`src/hw/dpsg_pkg.sv`:
```
// Package with register map, field positions and reset values of the dual port GPIO block.
package dpsg_pkg;
  localparam int ADDR_W = 16;
  localparam int DATA_W = 32;
  localparam int PORT_W = 8;
  localparam int IDX_W = 12;
  // Register indices; the byte address of each register is four times its index.
  localparam logic [IDX_W-1:0] IDX_P0_LATCH = 12'h000;
  localparam logic [IDX_W-1:0] IDX_P1_LATCH = 12'h001;
  localparam logic [IDX_W-1:0] IDX_P0_DIR = 12'h010;
  localparam logic [IDX_W-1:0] IDX_P1_DIR = 12'h011;
  localparam logic [IDX_W-1:0] IDX_P0_SEG = 12'hFAC;
  localparam logic [IDX_W-1:0] IDX_P1_SEG = 12'hFAD;
  localparam logic [IDX_W-1:0] IDX_PIN_GROUP = 12'hFBB;
  // Reset values.
  localparam logic [PORT_W-1:0] RST_LATCH = 8'h00;
  localparam logic [PORT_W-1:0] RST_DIR = 8'h00;
  localparam logic [PORT_W-1:0] RST_SEG = 8'h00;
  localparam logic [1:0] RST_PIN_GROUP = 2'h0;
  // Fields of the pin group select register.
  localparam int UART_PIN_GROUP_BIT = 0;
  localparam int SERIAL_PIN_GROUP_BIT = 1;
  // Port 0 pin positions of the shared peripheral functions.
  localparam int P0_UART_RXD = 0;
  localparam int P0_UART_TXD = 1;
  localparam int P0_SIO_SI = 5;
  localparam int P0_SIO_SO = 6;
  localparam int P0_SIO_SCK = 7;
endpackage : dpsg_pkg

```
`src/hw/dpsg_gpio.sv`:
```
// Two 8-bit GPIO ports with LCD segment sharing, reached over APB.
`timescale 1ns/1ps
module dpsg_gpio (
  input wire logic clock,
  input wire logic srst,
  input wire logic psel,
  input wire logic penable,
  input wire logic pwrite,
  input wire logic [15:0] paddr,
  input wire logic [31:0] pwdata,
  input wire logic [3:0] pstrb,
  output logic [31:0] prdata,
  output logic pready,
  output logic pslverr,
  input wire logic [7:0] p0_pin_in,
  output logic [7:0] p0_pin_out,
  output logic [7:0] p0_pin_oe_n,
  input wire logic [7:0] p1_pin_in,
  output logic [7:0] p1_pin_out,
  output logic [7:0] p1_pin_oe_n,
  input wire logic [7:0] p0_seg_data,
  input wire logic [7:0] p1_seg_data,
  input wire logic uart_txd,
  input wire logic sio_so,
  input wire logic sio_sck_out,
  output logic uart_rxd,
  output logic sio_si,
  output logic sio_sck_in,
  output logic uart_on_port0,
  output logic sio_on_port0
);
  function automatic logic reg_hit(input logic [15:0] addr, input logic [11:0] idx);
    reg_hit = (addr[1:0] == 2'h0) && (addr[15:2] == {2'h0, idx});
  endfunction : reg_hit

  logic [7:0] p0_latch_r;
  logic [7:0] p0_dir_r;
  logic [7:0] p0_seg_r;
  logic [7:0] p1_latch_r;
  logic [7:0] p1_dir_r;
  logic [7:0] p1_seg_r;
  logic [1:0] pin_group_r;
  logic [31:0] prdata_r;
  logic [31:0] prdata_nxt;
  logic [7:0] p0_rd;
  logic [7:0] p1_rd;
  logic [7:0] p0_alt_en;
  logic [7:0] p0_alt_val;

  wire logic hit_p0_latch = reg_hit(paddr, dpsg_pkg::IDX_P0_LATCH);
  wire logic hit_p1_latch = reg_hit(paddr, dpsg_pkg::IDX_P1_LATCH);
  wire logic hit_p0_dir = reg_hit(paddr, dpsg_pkg::IDX_P0_DIR);
  wire logic hit_p1_dir = reg_hit(paddr, dpsg_pkg::IDX_P1_DIR);
  wire logic hit_p0_seg = reg_hit(paddr, dpsg_pkg::IDX_P0_SEG);
  wire logic hit_p1_seg = reg_hit(paddr, dpsg_pkg::IDX_P1_SEG);
  wire logic hit_group = reg_hit(paddr, dpsg_pkg::IDX_PIN_GROUP);
  wire logic hit_any = hit_p0_latch | hit_p1_latch | hit_p0_dir | hit_p1_dir
    | hit_p0_seg | hit_p1_seg | hit_group;
  wire logic setup_ph = psel & ~penable;
  wire logic access_ph = psel & penable;
  // Only lane 0 holds data; writes with pstrb[0] low change nothing.
  wire logic wr_ok = access_ph & pwrite & hit_any & pstrb[0];
  wire logic [7:0] wbyte = pwdata[7:0];

  // Read data is sampled during setup so it leaves a flip-flop in the access cycle.
  assign pready = 1'b1;
  assign pslverr = access_ph & ~hit_any;
  assign prdata = prdata_r;

  wire logic uart_here = ~pin_group_r[dpsg_pkg::UART_PIN_GROUP_BIT];
  wire logic sio_here = ~pin_group_r[dpsg_pkg::SERIAL_PIN_GROUP_BIT];
  assign uart_on_port0 = uart_here;
  assign sio_on_port0 = sio_here;
  // Inputs routed elsewhere idle high so a parked receiver sees no start bit.
  assign uart_rxd = uart_here ? p0_pin_in[dpsg_pkg::P0_UART_RXD] : 1'b1;
  assign sio_si = sio_here ? p0_pin_in[dpsg_pkg::P0_SIO_SI] : 1'b1;
  assign sio_sck_in = sio_here ? p0_pin_in[dpsg_pkg::P0_SIO_SCK] : 1'b1;

  always_comb begin
    p0_alt_en = 8'h00;
    p0_alt_val = 8'hFF;
    p0_alt_en[dpsg_pkg::P0_UART_TXD] = uart_here;
    p0_alt_val[dpsg_pkg::P0_UART_TXD] = uart_txd;
    p0_alt_en[dpsg_pkg::P0_SIO_SO] = sio_here;
    p0_alt_val[dpsg_pkg::P0_SIO_SO] = sio_so;
    p0_alt_en[dpsg_pkg::P0_SIO_SCK] = sio_here;
    p0_alt_val[dpsg_pkg::P0_SIO_SCK] = sio_sck_out;
  end

  dpsg_port_mux u_port0 (
    .clock(clock),
    .srst(srst),
    .latch(p0_latch_r),
    .dir(p0_dir_r),
    .seg_sel(p0_seg_r),
    .seg_data(p0_seg_data),
    .alt_en(p0_alt_en),
    .alt_val(p0_alt_val),
    .pin_in(p0_pin_in),
    .pin_out(p0_pin_out),
    .pin_oe_n(p0_pin_oe_n),
    .rd_val(p0_rd)
  );

  dpsg_port_mux u_port1 (
    .clock(clock),
    .srst(srst),
    .latch(p1_latch_r),
    .dir(p1_dir_r),
    .seg_sel(p1_seg_r),
    .seg_data(p1_seg_data),
    .alt_en(8'h00),
    .alt_val(8'hFF),
    .pin_in(p1_pin_in),
    .pin_out(p1_pin_out),
    .pin_oe_n(p1_pin_oe_n),
    .rd_val(p1_rd)
  );

  always_comb begin
    prdata_nxt = prdata_r;
    if (setup_ph) begin
      prdata_nxt = 32'h0000_0000;
      if (!pwrite) begin
        if (hit_p0_latch) prdata_nxt[7:0] = p0_rd;
        if (hit_p1_latch) prdata_nxt[7:0] = p1_rd;
        if (hit_p0_dir) prdata_nxt[7:0] = p0_dir_r;
        if (hit_p1_dir) prdata_nxt[7:0] = p1_dir_r;
        if (hit_p0_seg) prdata_nxt[7:0] = p0_seg_r;
        if (hit_p1_seg) prdata_nxt[7:0] = p1_seg_r;
        if (hit_group) prdata_nxt[1:0] = pin_group_r;
      end
    end
  end

  always_ff @(posedge clock) begin
    if (srst) begin
      p0_latch_r <= dpsg_pkg::RST_LATCH;
      p0_dir_r <= dpsg_pkg::RST_DIR;
      p0_seg_r <= dpsg_pkg::RST_SEG;
    end else begin
      if (wr_ok && hit_p0_latch) p0_latch_r <= wbyte;
      if (wr_ok && hit_p0_dir) p0_dir_r <= wbyte;
      if (wr_ok && hit_p0_seg) p0_seg_r <= wbyte;
    end
  end

  always_ff @(posedge clock) begin
    if (srst) begin
      p1_latch_r <= dpsg_pkg::RST_LATCH;
      p1_dir_r <= dpsg_pkg::RST_DIR;
      p1_seg_r <= dpsg_pkg::RST_SEG;
    end else begin
      if (wr_ok && hit_p1_latch) p1_latch_r <= wbyte;
      if (wr_ok && hit_p1_dir) p1_dir_r <= wbyte;
      if (wr_ok && hit_p1_seg) p1_seg_r <= wbyte;
    end
  end

  // Changing the pin group while a peripheral runs glitches its pins; nothing blocks it here.
  always_ff @(posedge clock) begin
    if (srst) begin
      pin_group_r <= dpsg_pkg::RST_PIN_GROUP;
      prdata_r <= 32'h0000_0000;
    end else begin
      if (wr_ok && hit_group) pin_group_r <= wbyte[1:0];
      prdata_r <= prdata_nxt;
    end
  end

  a_p0_reset_clear: assert property (@(posedge clock)
    srst |=> (p0_latch_r == 8'h00 && p0_dir_r == 8'h00 && p0_seg_r == 8'h00
      && p0_pin_oe_n == 8'hFF))
    else $error("port 0 not cleared by reset");
  a_p1_reset_clear: assert property (@(posedge clock)
    srst |=> (p1_latch_r == 8'h00 && p1_dir_r == 8'h00 && p1_seg_r == 8'h00
      && p1_pin_oe_n == 8'hFF))
    else $error("port 1 not cleared by reset");
  a_p0_read_pin: assert property (@(posedge clock) disable iff (srst)
    (setup_ph && !pwrite && hit_p0_latch && p0_dir_r == 8'h00 && p0_seg_r == 8'h00)
      |=> (prdata == {24'h000000, $past(p0_pin_in)}))
    else $error("port 0 input read does not show pin level");
  a_p0_read_zero: assert property (@(posedge clock) disable iff (srst)
    (setup_ph && !pwrite && hit_p0_latch && p0_dir_r == 8'h00 && p0_seg_r == 8'hFF)
      |=> (prdata == 32'h0000_0000))
    else $error("port 0 segment input read not zero");
  a_p0_read_latch: assert property (@(posedge clock) disable iff (srst)
    (setup_ph && !pwrite && hit_p0_latch && p0_dir_r == 8'hFF)
      |=> (prdata[7:0] == $past(p0_latch_r)))
    else $error("port 0 output read not latch");
  a_p1_read_pin: assert property (@(posedge clock) disable iff (srst)
    (setup_ph && !pwrite && hit_p1_latch && p1_dir_r == 8'h00 && p1_seg_r == 8'h00)
      |=> (prdata[7:0] == $past(p1_pin_in)))
    else $error("port 1 input read does not show pin level");
  a_p1_read_zero: assert property (@(posedge clock) disable iff (srst)
    (setup_ph && !pwrite && hit_p1_latch && p1_dir_r == 8'h00 && p1_seg_r == 8'hFF)
      |=> (prdata[7:0] == 8'h00))
    else $error("port 1 segment input read not zero");
  a_p1_read_latch: assert property (@(posedge clock) disable iff (srst)
    (setup_ph && !pwrite && hit_p1_latch && p1_dir_r == 8'hFF)
      |=> (prdata[7:0] == $past(p1_latch_r)))
    else $error("port 1 output read not latch");
  a_p1_seg_drive: assert property (@(posedge clock) disable iff (srst)
    (p1_seg_r == 8'hFF) |-> (p1_pin_oe_n == 8'h00 && p1_pin_out == p1_seg_data))
    else $error("port 1 segment pins not driven");
  a_uart_route: assert property (@(posedge clock) disable iff (srst)
    (wr_ok && hit_group && pwdata[0]) |=> (!uart_on_port0 && uart_rxd))
    else $error("uart not moved off port 0");
  a_latch_write: assert property (@(posedge clock) disable iff (srst)
    (wr_ok && hit_p1_latch) |=> (p1_latch_r == $past(pwdata[7:0])))
    else $error("port 1 latch write lost");
endmodule : dpsg_gpio

```
`src/hw/dpsg_port_mux.sv`:
```
// One 8-bit port: pin drive selection and data register read-back.
`timescale 1ns/1ps
module dpsg_port_mux (
  input wire logic clock,
  input wire logic srst,
  input wire logic [7:0] latch,
  input wire logic [7:0] dir,
  input wire logic [7:0] seg_sel,
  input wire logic [7:0] seg_data,
  input wire logic [7:0] alt_en,
  input wire logic [7:0] alt_val,
  input wire logic [7:0] pin_in,
  output logic [7:0] pin_out,
  output logic [7:0] pin_oe_n,
  output logic [7:0] rd_val
);
  for (genvar i = 0; i < 8; i++) begin : g_bit
    wire logic drv_port;
    wire logic port_val;
    assign drv_port = dir[i] & ~seg_sel[i];
    // A peripheral output is gated by the latch, so the latch must stay one while it is in use.
    assign port_val = alt_en[i] ? (alt_val[i] & latch[i]) : latch[i];
    assign pin_out[i] = seg_sel[i] ? seg_data[i] : (drv_port & port_val);
    assign pin_oe_n[i] = ~(seg_sel[i] | dir[i]);
    // Input-mode bits return the pin (zero where the segment select is set), so a read-modify-write copies pin levels into latches.
    assign rd_val[i] = dir[i] ? latch[i] : (~seg_sel[i] & pin_in[i]);

    a_seg_drive: assert property (@(posedge clock) disable iff (srst)
      seg_sel[i] |-> (!pin_oe_n[i] && pin_out[i] == seg_data[i]))
      else $error("segment pin not driven with segment data");
    a_alt_and: assert property (@(posedge clock) disable iff (srst)
      (dir[i] && !seg_sel[i] && alt_en[i]) |-> (pin_out[i] == (alt_val[i] & latch[i])))
      else $error("peripheral output not gated by latch");
    a_input_float: assert property (@(posedge clock) disable iff (srst)
      (!dir[i] && !seg_sel[i]) |-> pin_oe_n[i])
      else $error("input-mode pin is driven");
  end
endmodule : dpsg_port_mux

```
`config.mk`:
```
export PLATFORM = sky130hd
export DESIGN_NAME = dpsg_gpio
export DESIGN_NICKNAME = d
export VERILOG_FILES = /design/src/hw/dpsg_pkg.sv /design/src/hw/dpsg_gpio.sv /design/src/hw/dpsg_port_mux.sv
export SDC_FILE = /design/constraint.sdc
export NUM_CORES = 1
export LEC_CHECK = 0
export ABC_AREA = 1
export BUFFER_PORTS_ARGS = -buffer_cell sky130_fd_sc_hd__buf_4
export CORE_UTILIZATION = 45
export DETAILED_ROUTE_END_ITERATION = 8
export PLACE_DENSITY = 0.76
export REMOVE_ABC_BUFFERS = 1
export SYNTH_ARGS = -nofsm -noshare
export SYNTH_HDL_FRONTEND = slang
export SYNTH_SLANG_ARGS = --single-unit
```
`constraint.sdc`:
```
create_clock -name clock -period 1.2 [get_ports clock]
set_input_delay 0 -clock clock [delete_from_list [all_inputs] [get_ports clock]]
set_output_delay 0 -clock clock [all_outputs]
set_load 0.01 [all_outputs]
```
==> run metrics, run 1 <==
status complete, but fails checks; failing checks negative setup slack; Chip Width 96.89 µm; yosys synthesis warning count 0; area occupied by multi-input gates 0.002530 mm²; pwr dens 734.2 mW/mm²; Crit Path Class in -> out; maximum VDD drop 0.0005920 V; CP dominant cell by count nor2_4; Clock Power Share 45.7%; # diodes 0; cells on worst reg2reg path 9; Overflow after GRT 0; Slew Limit Fails 0; Final Instance Area 0.006147 mm²; CP max stage delay 0.20 ns; clock latency at the later pin of the worst-skew pair 0.36 ns; H-tree depth 3; clk buf depth 2; PortBufs 110; area occupied by registers 0.001197 mm²; DP HPWL 9014 µm; core outline area 0.008721 mm²; Avg WL per Cell 14.44 µm; Comb power frac 11.9%; Final Hold Fails 0; commonest non-fill, non-tap cell in the layout nand2_1; CP Depth 11; Post-DP Area 0.005291 mm²; M1 wire length 5385 µm; root buffer cell clkbuf_8; fillers 662; via/cell ratio 5.139; area of the mapped netlist 0.004051 mm²; critical path endpoint category output port; post-synthesis cell count 670; RR Startpoint p0_seg_r[1]; Seq/Total Area, Yosys 28.66%; Initial Util 46.46%; Fin Clk Skew 0.01053 ns; pin count of the biggest net entering global routing 47; Crit-path slowest cell nor2_4; # IOs 163; Synth cell types 31; global placement routability congestion 0.8740; fin worst setup slack -0.02452 ns; Critical Path, Cell by Cell buf_6 > nor2_4 > nand3_4 > nor2_4 > nand2_4 > nand2_4 > nor2_4 > nand2_8 > buf_6 > nor2_4 > buf_6; # rows 34; layout cells sized above 1 36.28%; WL met2 7051 µm; global-route wire length before repair 21,140 µm; CTS clock-pin slew for the worst setup and hold paths 0.07 ns; maximum fanout along the worst path 9; # setup viols final 3; Layout Nets 958; Post-Place Cells 932; average size of a mapped cell 6.047 µm²; RSZ-0062 raised after global routing yes; Layout Area Growth over Synthesis 51.73%; Leak Pwr 0.003216 µW; Post-route DRC 0; WP data arrival 1.22 ns; final worst path period need 1.225 ns; Pint 3391 µW; Max-cap violations 0; crit path launch type primary input; Post-Layout Cell Count 979; final WL 14,140 µm; Iter 0 DRT Violations 476; most frequent cells in the layout nand2_1 (191), buf_4 (171), inv_1 (95); number of global-route vias before repair 4,519; Net Sw Frac 24.86%; DR pass1 iterations 6; initial antenna violation count 0; Die Area 0.009387 mm²; CP Buf/Inv Count 3; Sequential Power Share 42.4%; crit path from paddr[15]; Clock Sinks 58; internal reg-to-reg setup slack 0.01 ns; Hold WC Path Type in -> reg; Crit path max-delay family simple AND/OR/NAND/NOR gates; worst min-delay path startpoint p1_pin_in[4]; Routed met3 length 1287 µm; DR vias 5,031; Net Switching 1122 µW; chip height 96.89 µm; Max Fclk 816.6 MHz; Seq cells post-synth 58; Top Metal Used met4; gr usage total 27.98%; CTS tree done; CTS Buf Count 9; ANT nets after route 0; Worst Path Required 1.20 ns; R2R Path End prdata[1]; Worst setup endpoint pslverr; fin crit share 102.0%
==> how the worst min path moves through the flow <==
stage / to / slack (ns) / cells past startpoint
after floorplan: prdata[0] / 0.07 / 1
after global placement: prdata[1] / 0.26 / 2
after detailed placement: sio_si / 0.27 / 3
after CTS: prdata[5] / 0.15 / 7
after global routing: prdata[7] / 0.18 / 7
final: prdata[4] / 0.15 / 7
==> worst register-to-register path, cell delays in order, from the launching register on <==
cell and delay (ns):
dfxtp_2 0.34, nor2_2 0.14, nand2_1 0.06, o21ai_1 0.09
nand3_1 0.09, nand2_1 0.06, nand2_1 0.05, nand4_1 0.07
o21bai_1 0.07, a21oi_1 0.16
==> cells by family (layout without fill, tap and decap cells) <==
family / Yosys count / count (layout) / synth area share [%]
DFF: 58 / 58 / 28.66
buffers and inverters: 149 / 324 / 17.45
and+or+nand+nor: 398 / 401 / 45.06
other: 2 / 25 / 0.1854
AOI/OAI and AO/OA: 63 / 63 / 8.647
==> power groups by stage <==
stage               sequential [µW]  clock, µW  combinational [µW]
global route                   1910       2170                 574
global placement               1970          0                 436
detailed placement             1970          0                 445
CTS                            1920       2060                 482
floorplan                      1970          0                 165
finish                         1910       2060                 535
==> stage by stage <==
step                      total power, µW  worst slack (ns)  hold WS (ns)  util [%]   TNS (ns)
after CTS                            4468         -0.006017        0.1490     66.48  -0.006967
after global routing                 4653          -0.09335        0.1776     70.49     -1.567
after detailed placement             2412           -0.3847        0.2729     60.67     -19.21
final                                4513          -0.02452        0.1463     70.49   -0.05152
after global placement               2404           -0.3217        0.2641     60.67     -16.05
after floorplan                      2133           -0.1848       0.06907         -     -6.272
==> state kept, by name (all words and copies together) (netlist names) <==
name         cells
p0_dir_r         8
p0_seg_r         8
p0_latch_r       8
p1_latch_r       8
prdata           8
pin_group_r      2
p1_seg_r         8
p1_dir_r         8
==> per-layer routing <==
layer | track usage (%) | vias up
met1 | 34.43 | 2268
met4 | 12.06 | 0
li1 | - | 2411
met2 | 47.72 | 307
met3 | 4.986 | 45
met5 | 0 | -
==> cell type report <==
cell class	instances	area share, %
Clock inverter	5	1.262
Multi-Input combinational cell	489	41.16
Tap cell	108	2.198
Inverter	107	6.635
Clock buffer	11	2.300
Sequential cell	58	19.48
Timing Repair Buffer	201	26.97
==> Yosys cell counts <==
master | number | area (µm²)
conb_1 | 2 | 7.510
o21a_1 | 1 | 7.510
nand3_2 | 4 | 40.04
dfxtp_1 | 58 | 1161
nand2_8 | 1 | 20.02
o21bai_1 | 4 | 30.03
clkbuf_1 | 4 | 15.01
nor2_1 | 106 | 397.9
nand3b_4 | 1 | 20.02
o31ai_1 | 3 | 22.52
nand4_1 | 25 | 156.4
buf_4 | 25 | 187.7
nand2_2 | 4 | 25.02
o21ai_0 | 38 | 190.2
or2_2 | 3 | 18.77
nor2_2 | 10 | 62.56
a21oi_1 | 11 | 55.05
buf_2 | 7 | 35.03
buf_6 | 6 | 67.56
o211ai_1 | 2 | 15.01
nand2_1 | 203 | 762.0
clkinv_1 | 1 | 3.750
inv_2 | 1 | 3.750
nand3_4 | 4 | 70.07
inv_1 | 105 | 394.1
nand2_4 | 3 | 33.78
nor3_2 | 1 | 10.01
nor3_1 | 3 | 15.01
a21boi_0 | 4 | 30.03
nand3_1 | 23 | 115.1
nor2_4 | 7 | 78.83
==> timing repair <==
action	in CTS	in global routing
endpoints found under the hold margin	42	0
endpoints found under the setup margin	24	73
pin swaps	15	30
cloned	1	3
gates resized for setup	36	90
setup buffers	8	10
hold buffers	9	0
(Power assumes the default switching activity.)
==> run 2, diff against run 1 <==
CORE_ASPECT_RATIO = 1.75   (was unset)
SETUP_SLACK_MARGIN = 0.4   (was unset)
==> run 2 against run 1 <==
The flow still finishes with violations (negative setup slack). Highest routed layer unchanged. First-iteration DRC count rose by 44%. Wire length up 46%. Register-to-register slack worse by 0.18 ns. Core utilization is 12 points higher. Sequential cell count is the same. Final cell count increased by 4.0%. Die area grew 0.16%. Total power is 14% higher.
==> run metrics, run 2 (same netlist as run 1, synthesis figures left out) <==
Post-Place Worst Slack -0.4518 ns; area occupied by registers 0.001274 mm²; Least-Margin Pin Slew 0.4980 ns; DR pass1 iterations 6; fillers 447; CTS tree done; failing checks negative setup slack; Slew Limit Fails 0; clk buf depth 2; area occupied by multi-input gates 0.002980 mm²; DR vias 5,938; cells on worst reg2reg path 9; Chip Width 73.73 µm; # IOs 163; DP HPWL 9896 µm; WHS Endpoint p1_latch_r[0]; Avg WL per Cell 20.34 µm; H-tree depth 3; RSZ-0062 raised after global routing yes; critical path endpoint category register; Fin Setup TNS -11.96 ns; Post-Place Cells 942; via/cell ratio 5.833; Tot Pwr 5150 µW; Overflow after GRT 0; gr usage total 36.08%; Iter 0 DRT Violations 686; ANT nets after route 0; WP data arrival 1.96 ns; # diodes 0; RR Startpoint p0_dir_r[1]; Max Fclk 590.2 MHz; maximum fanout along the worst path 8; # setup viols final 61; commonest non-fill, non-tap cell in the layout buf_4; crit path launch type primary input; CTS Buf Count 9; status complete, but fails checks; PortBufs 110; Final Hold Fails 0; CTS clock-pin slew for the worst setup and hold paths 0.05 ns; Post-route DRC 0; fin crit share 141.2%; Die Area 0.009401 mm²; Leak Pwr 0.003693 µW; Initial Util 46.42%; pwr dens 712.4 mW/mm²; maximum VDD drop 0.001123 V; core outline area 0.008727 mm²; most frequent cells in the layout buf_4 (140), nand2_1 (133), inv_1 (83); # rows 45; worst min-delay path startpoint srst; Crit Path Class in -> reg; Post-Layout Cell Count 1,018; Layout Area Growth over Synthesis 78.44%; Clock Sinks 58; root buffer cell clkbuf_16; Fin Clk Skew 0.008174 ns; layout cells sized above 1 54.83%; fin worst setup slack -0.4943 ns; chip height 127.5 µm; final worst path period need 1.694 ns; final WL 20,710 µm; max_slew headroom 66.69%; internal reg-to-reg setup slack -0.17 ns; R2R Path End prdata[1]; number of global-route vias before repair 5,406; Worst Hold Depth 5; Hold WC Path Type in -> reg; pin count of the biggest net entering global routing 43; fin util 82.84%; clock latency at the later pin of the worst-skew pair 0.35 ns; global-route wire length before repair 25,310 µm; Layout Nets 988; global placement routability congestion 0.9144; Worst Path Required 1.46 ns; initial antenna violation count 0; Max-cap violations 0
[run 2: cell count changes in the layout (fill, tap and decap cells not counted), moves of 12 or more]
cell     delta
o21ai_2    +14
nor2_2     +19
o21ai_0    -13
dfxtp_4    +17
dfxtp_1    -27
inv_1      -12
nand2_2    +49
nor2_1     -29
buf_4      -31
nand2_1    -58
buf_6      +57
[run 2: power by group]
group          internal, µW  total (µW)  leakage [µW]  switching, µW
combinational           271         598       0.00305            328
sequential             1880        1880      0.000498        0.00234
clock                  1720        2670      0.000147            955
[run 2: timing repair]
action | 4_1_cts | 5_1_grt
hold buffers | 9 | 0
hold endpoints to repair | 42 | 0
pin swaps | 60 | 78
gates resized for setup | 231 | 161
cloned | 3 | 3
buffers inserted | 35 | 10
endpoints found under the setup margin | 99 | 104
[run 2: layout make-up]
type                            count  share of cell area, %
Clock buffer                       14                  3.652
Clock inverter                      2                 0.4846
Inverter                          107                  5.850
Multi-Input combinational cell    491                  41.23
Sequential cell                    58                  17.62
Tap cell                          117                  2.025
Timing Repair Buffer              229                  29.15
[run 2: layer usage]
metal  wire length, µm  GRT usage, %  share of wire, %  vias up
met4              2217         27.71                11        0
met1              6491         36.66                31     2730
met2              9788         60.33                47      528
met3              2213         10.41                11      207
met5                 0             0                 0        -
li1                  -             -                 -     2473
[run 2: worst max-delay path by stage]
| stage | start | endpoint |
|---|---|---|
| 6_report | paddr[7] | p1_dir_r[0] |
| 5_1_grt | paddr[6] | p1_dir_r[0] |
| 4_1_cts | paddr[0] | pslverr |
| 3_5_place_dp | paddr[15] | p0_latch_r[3] |
| 3_3_place_gp | paddr[15] | p1_dir_r[0] |
| 2_1_floorplan | paddr[15] | prdata[7] |
[run 2: metrics by stage]
step | instance area [µm²] | hold WS (ns)
floorplan | 3832 | 0.06907
global placement | 5335 | 0.2682
detailed placement | 5335 | 0.2713
CTS | 6634 | 0.1286
global route | 7229 | 0.1569
finish | 7229 | 0.1550
[run 2: worst max-delay path, stage by stage]
cell     delay [ns]
buf_4          0.11
inv_2          0.05
nor2_1         0.12
nand4_1        0.22
nor2_2         0.23
nand2_2        0.09
nand2_2        0.09
nor2_4         0.06
nand2_4        0.12
buf_6          0.12
nand3_4        0.19
nand2_1        0.29
nand2_1        0.10
nor2_1         0.14
==> run 3, diff against run 2 <==
==> constraint.sdc (replaced) <==
create_clock -name clock -period 1.2 [get_ports clock]
set_input_delay 0.18 -clock clock [delete_from_list [all_inputs] [get_ports clock]]
set_output_delay 0.18 -clock clock [all_outputs]
set_load 0.01 [all_outputs]
==> run 3 against run 2 <==
The flow still finishes with violations (negative setup slack). Count of clock-buffer cells in the layout did not move. Sequential cell count did not move. Combinational power fell by 2%. Worst hold slack got worse by 0.056 ns. Maximum frequency fell by 15%.
==> run metrics, run 3 (same netlist as run 1, synthesis figures left out) <==
status complete, but fails checks; failing checks negative setup slack; chip height 127.5 µm; clock latency at the later pin of the worst-skew pair 0.35 ns; RSZ-0062 raised after global routing yes; Crit-path slowest cell nor2_1; CP max stage delay 0.30 ns; clk buf depth 2; DR vias 6,309; core outline area 0.008727 mm²; CP dominant cell by count nor2_4; global placement routability congestion 0.9461; # setup viols final 84; CTS tree done; Critical Path, Cell by Cell buf_8 > nor2_4 > nand3_4 > nor2_4 > nand2_4 > nand2_2 > nor2_4 > nand2_8 > buf_4 > buf_16 > nand3_4 > buf_6 > nand2_1 > inv_1 > nor2_1; Initial Util 46.42%; crit path launch type primary input; Layout Nets 1,002; fin crit share 166.5%; initial antenna violation count 1; commonest non-fill, non-tap cell in the layout buf_4; Post-CTS Hold Fix Bufs 0; # diodes 0; critical path endpoint category register; global-route wire length before repair 27,080 µm; ANT nets after route 0; Max-cap violations 0; Max Fclk 500.4 MHz; CTS clock-pin slew for the worst setup and hold paths 0.06 ns; Post-route DRC 0; Crit Path Class in -> reg; Post-Layout Cell Count 1,032; Die Area 0.009401 mm²; Overflow after GRT 0; DR pass1 iterations 8; Clock Sinks 58; layout cells sized above 1 57.70%; Fin Clk Skew 0.01058 ns; # IOs 163; root buffer cell clkbuf_16; area occupied by multi-input gates 0.003087 mm²; area occupied by registers 0.001260 mm²; maximum VDD drop 0.001105 V; Avg WL per Cell 23.01 µm; DP HPWL 10,160 µm; Layout Area Growth over Synthesis 83.51%; PortBufs 110; final worst path period need 1.998 ns; Post-Place Worst Slack -0.5844 ns; Leak Pwr 0.003844 µW; final WL 23,750 µm; number of global-route vias before repair 5,557; gr usage total 38.69%; fin worst setup slack -0.7984 ns; most frequent cells in the layout buf_4 (159), nand2_1 (125), inv_1 (85); pin count of the biggest net entering global routing 29; Slew Limit Fails 0; WP data arrival 2.22 ns; Post-Place Cells 946; tightest hold margin 0.09941 ns; fillers 437; Worst Path Required 1.42 ns; Hold WC Path Type in -> reg; H-tree depth 3; via/cell ratio 6.113; pwr dens 678.3 mW/mm²; CTS Buf Count 9; Iter 0 DRT Violations 877; # rows 45; Final Hold Fails 0; Chip Width 73.73 µm; maximum fanout along the worst path 6
==> run 3: cell types whose count changed in the layout (fill, tap and decap cells not counted), moves of 6 or more <==
| cell | delta |
|---|---|
| nand2_4 | +7 |
| nand3_2 | +7 |
| buf_4 | +19 |
| nand2_1 | -8 |
| nand3_1 | -7 |
| o21ai_1 | -6 |
| dfxtp_2 | +7 |
| dlygate4sd3_1 | -9 |
| o21ai_0 | +6 |
| dfxtp_4 | -6 |
==> run 3: power by group <==
group / leakage (µW) / switching [µW] / internal (µW)
Sequential: 0.000497 / 0.00237 / 1890
Clock: 0.000143 / 1000 / 1560
Combinational: 0.00320 / 340 / 247
Total: 0.00384 / 1340 / 3700
==> run 3: worst paths after layout <==
| path | from | endpoint | slack, ns | cells after the start |
|---|---|---|---|---|
| max | paddr[1] | p0_seg_r[1] | -0.80 | 15 |
| min | srst | prdata[6] | 0.1 | 2 |
| max reg2reg | p0_dir_r[3] | prdata[3] | -0.29 | 12 |
| min reg2reg | prdata[6] | prdata[6] | 0.48 | 2 |
==> run 3: final cells by class <==
| type | count | area share, % |
|---|---|---|
| inverters | 107 | 5.621 |
| clock inverters | 2 | 0.1346 |
| flip-flops and latches | 58 | 16.95 |
| multi-input cells | 490 | 41.52 |
| repair buffers | 244 | 30.12 |
| well taps | 117 | 1.969 |
| clock buffers | 14 | 3.686 |
==> run 3: stage by stage <==
step | power [µW] | utilization (%) | TNS (ns) | cell area [µm²]
after floorplan | 2133 | - | -16.56 | 3832
after global placement | 2412 | 61.48 | -26.67 | 5365
after detailed placement | 2420 | 61.48 | -30.16 | 5365
after CTS | 4859 | 76.01 | -13.29 | 6634
after global routing | 5138 | 85.19 | -41.05 | 7435
final | 5043 | 85.19 | -34.09 | 7435
==> run 3: worst max-delay path, delay by kind of cell <==
family	cells	cell delay, ns
buffers and inverters	5	0.57
AND/OR/NAND/NOR	10	1.46
==> run 3: what timing repair did <==
| item | CTS | global route |
|---|---|---|
| pin swaps | 57 | 69 |
| gates resized for setup | 225 | 180 |
| buffers inserted | 38 | 27 |
| setup endpoints to repair | 104 | 104 |
| gates cloned | 5 | 0 |
==> run 3: routing by layer <==
layer	routed length, µm	up-vias	track usage, %
met1	6932	2835	38.24
met3	3149	299	11.75
li1	-	2503	-
met4	2899	0	31.79
met2	10760	672	64.49
met5	0	-	0
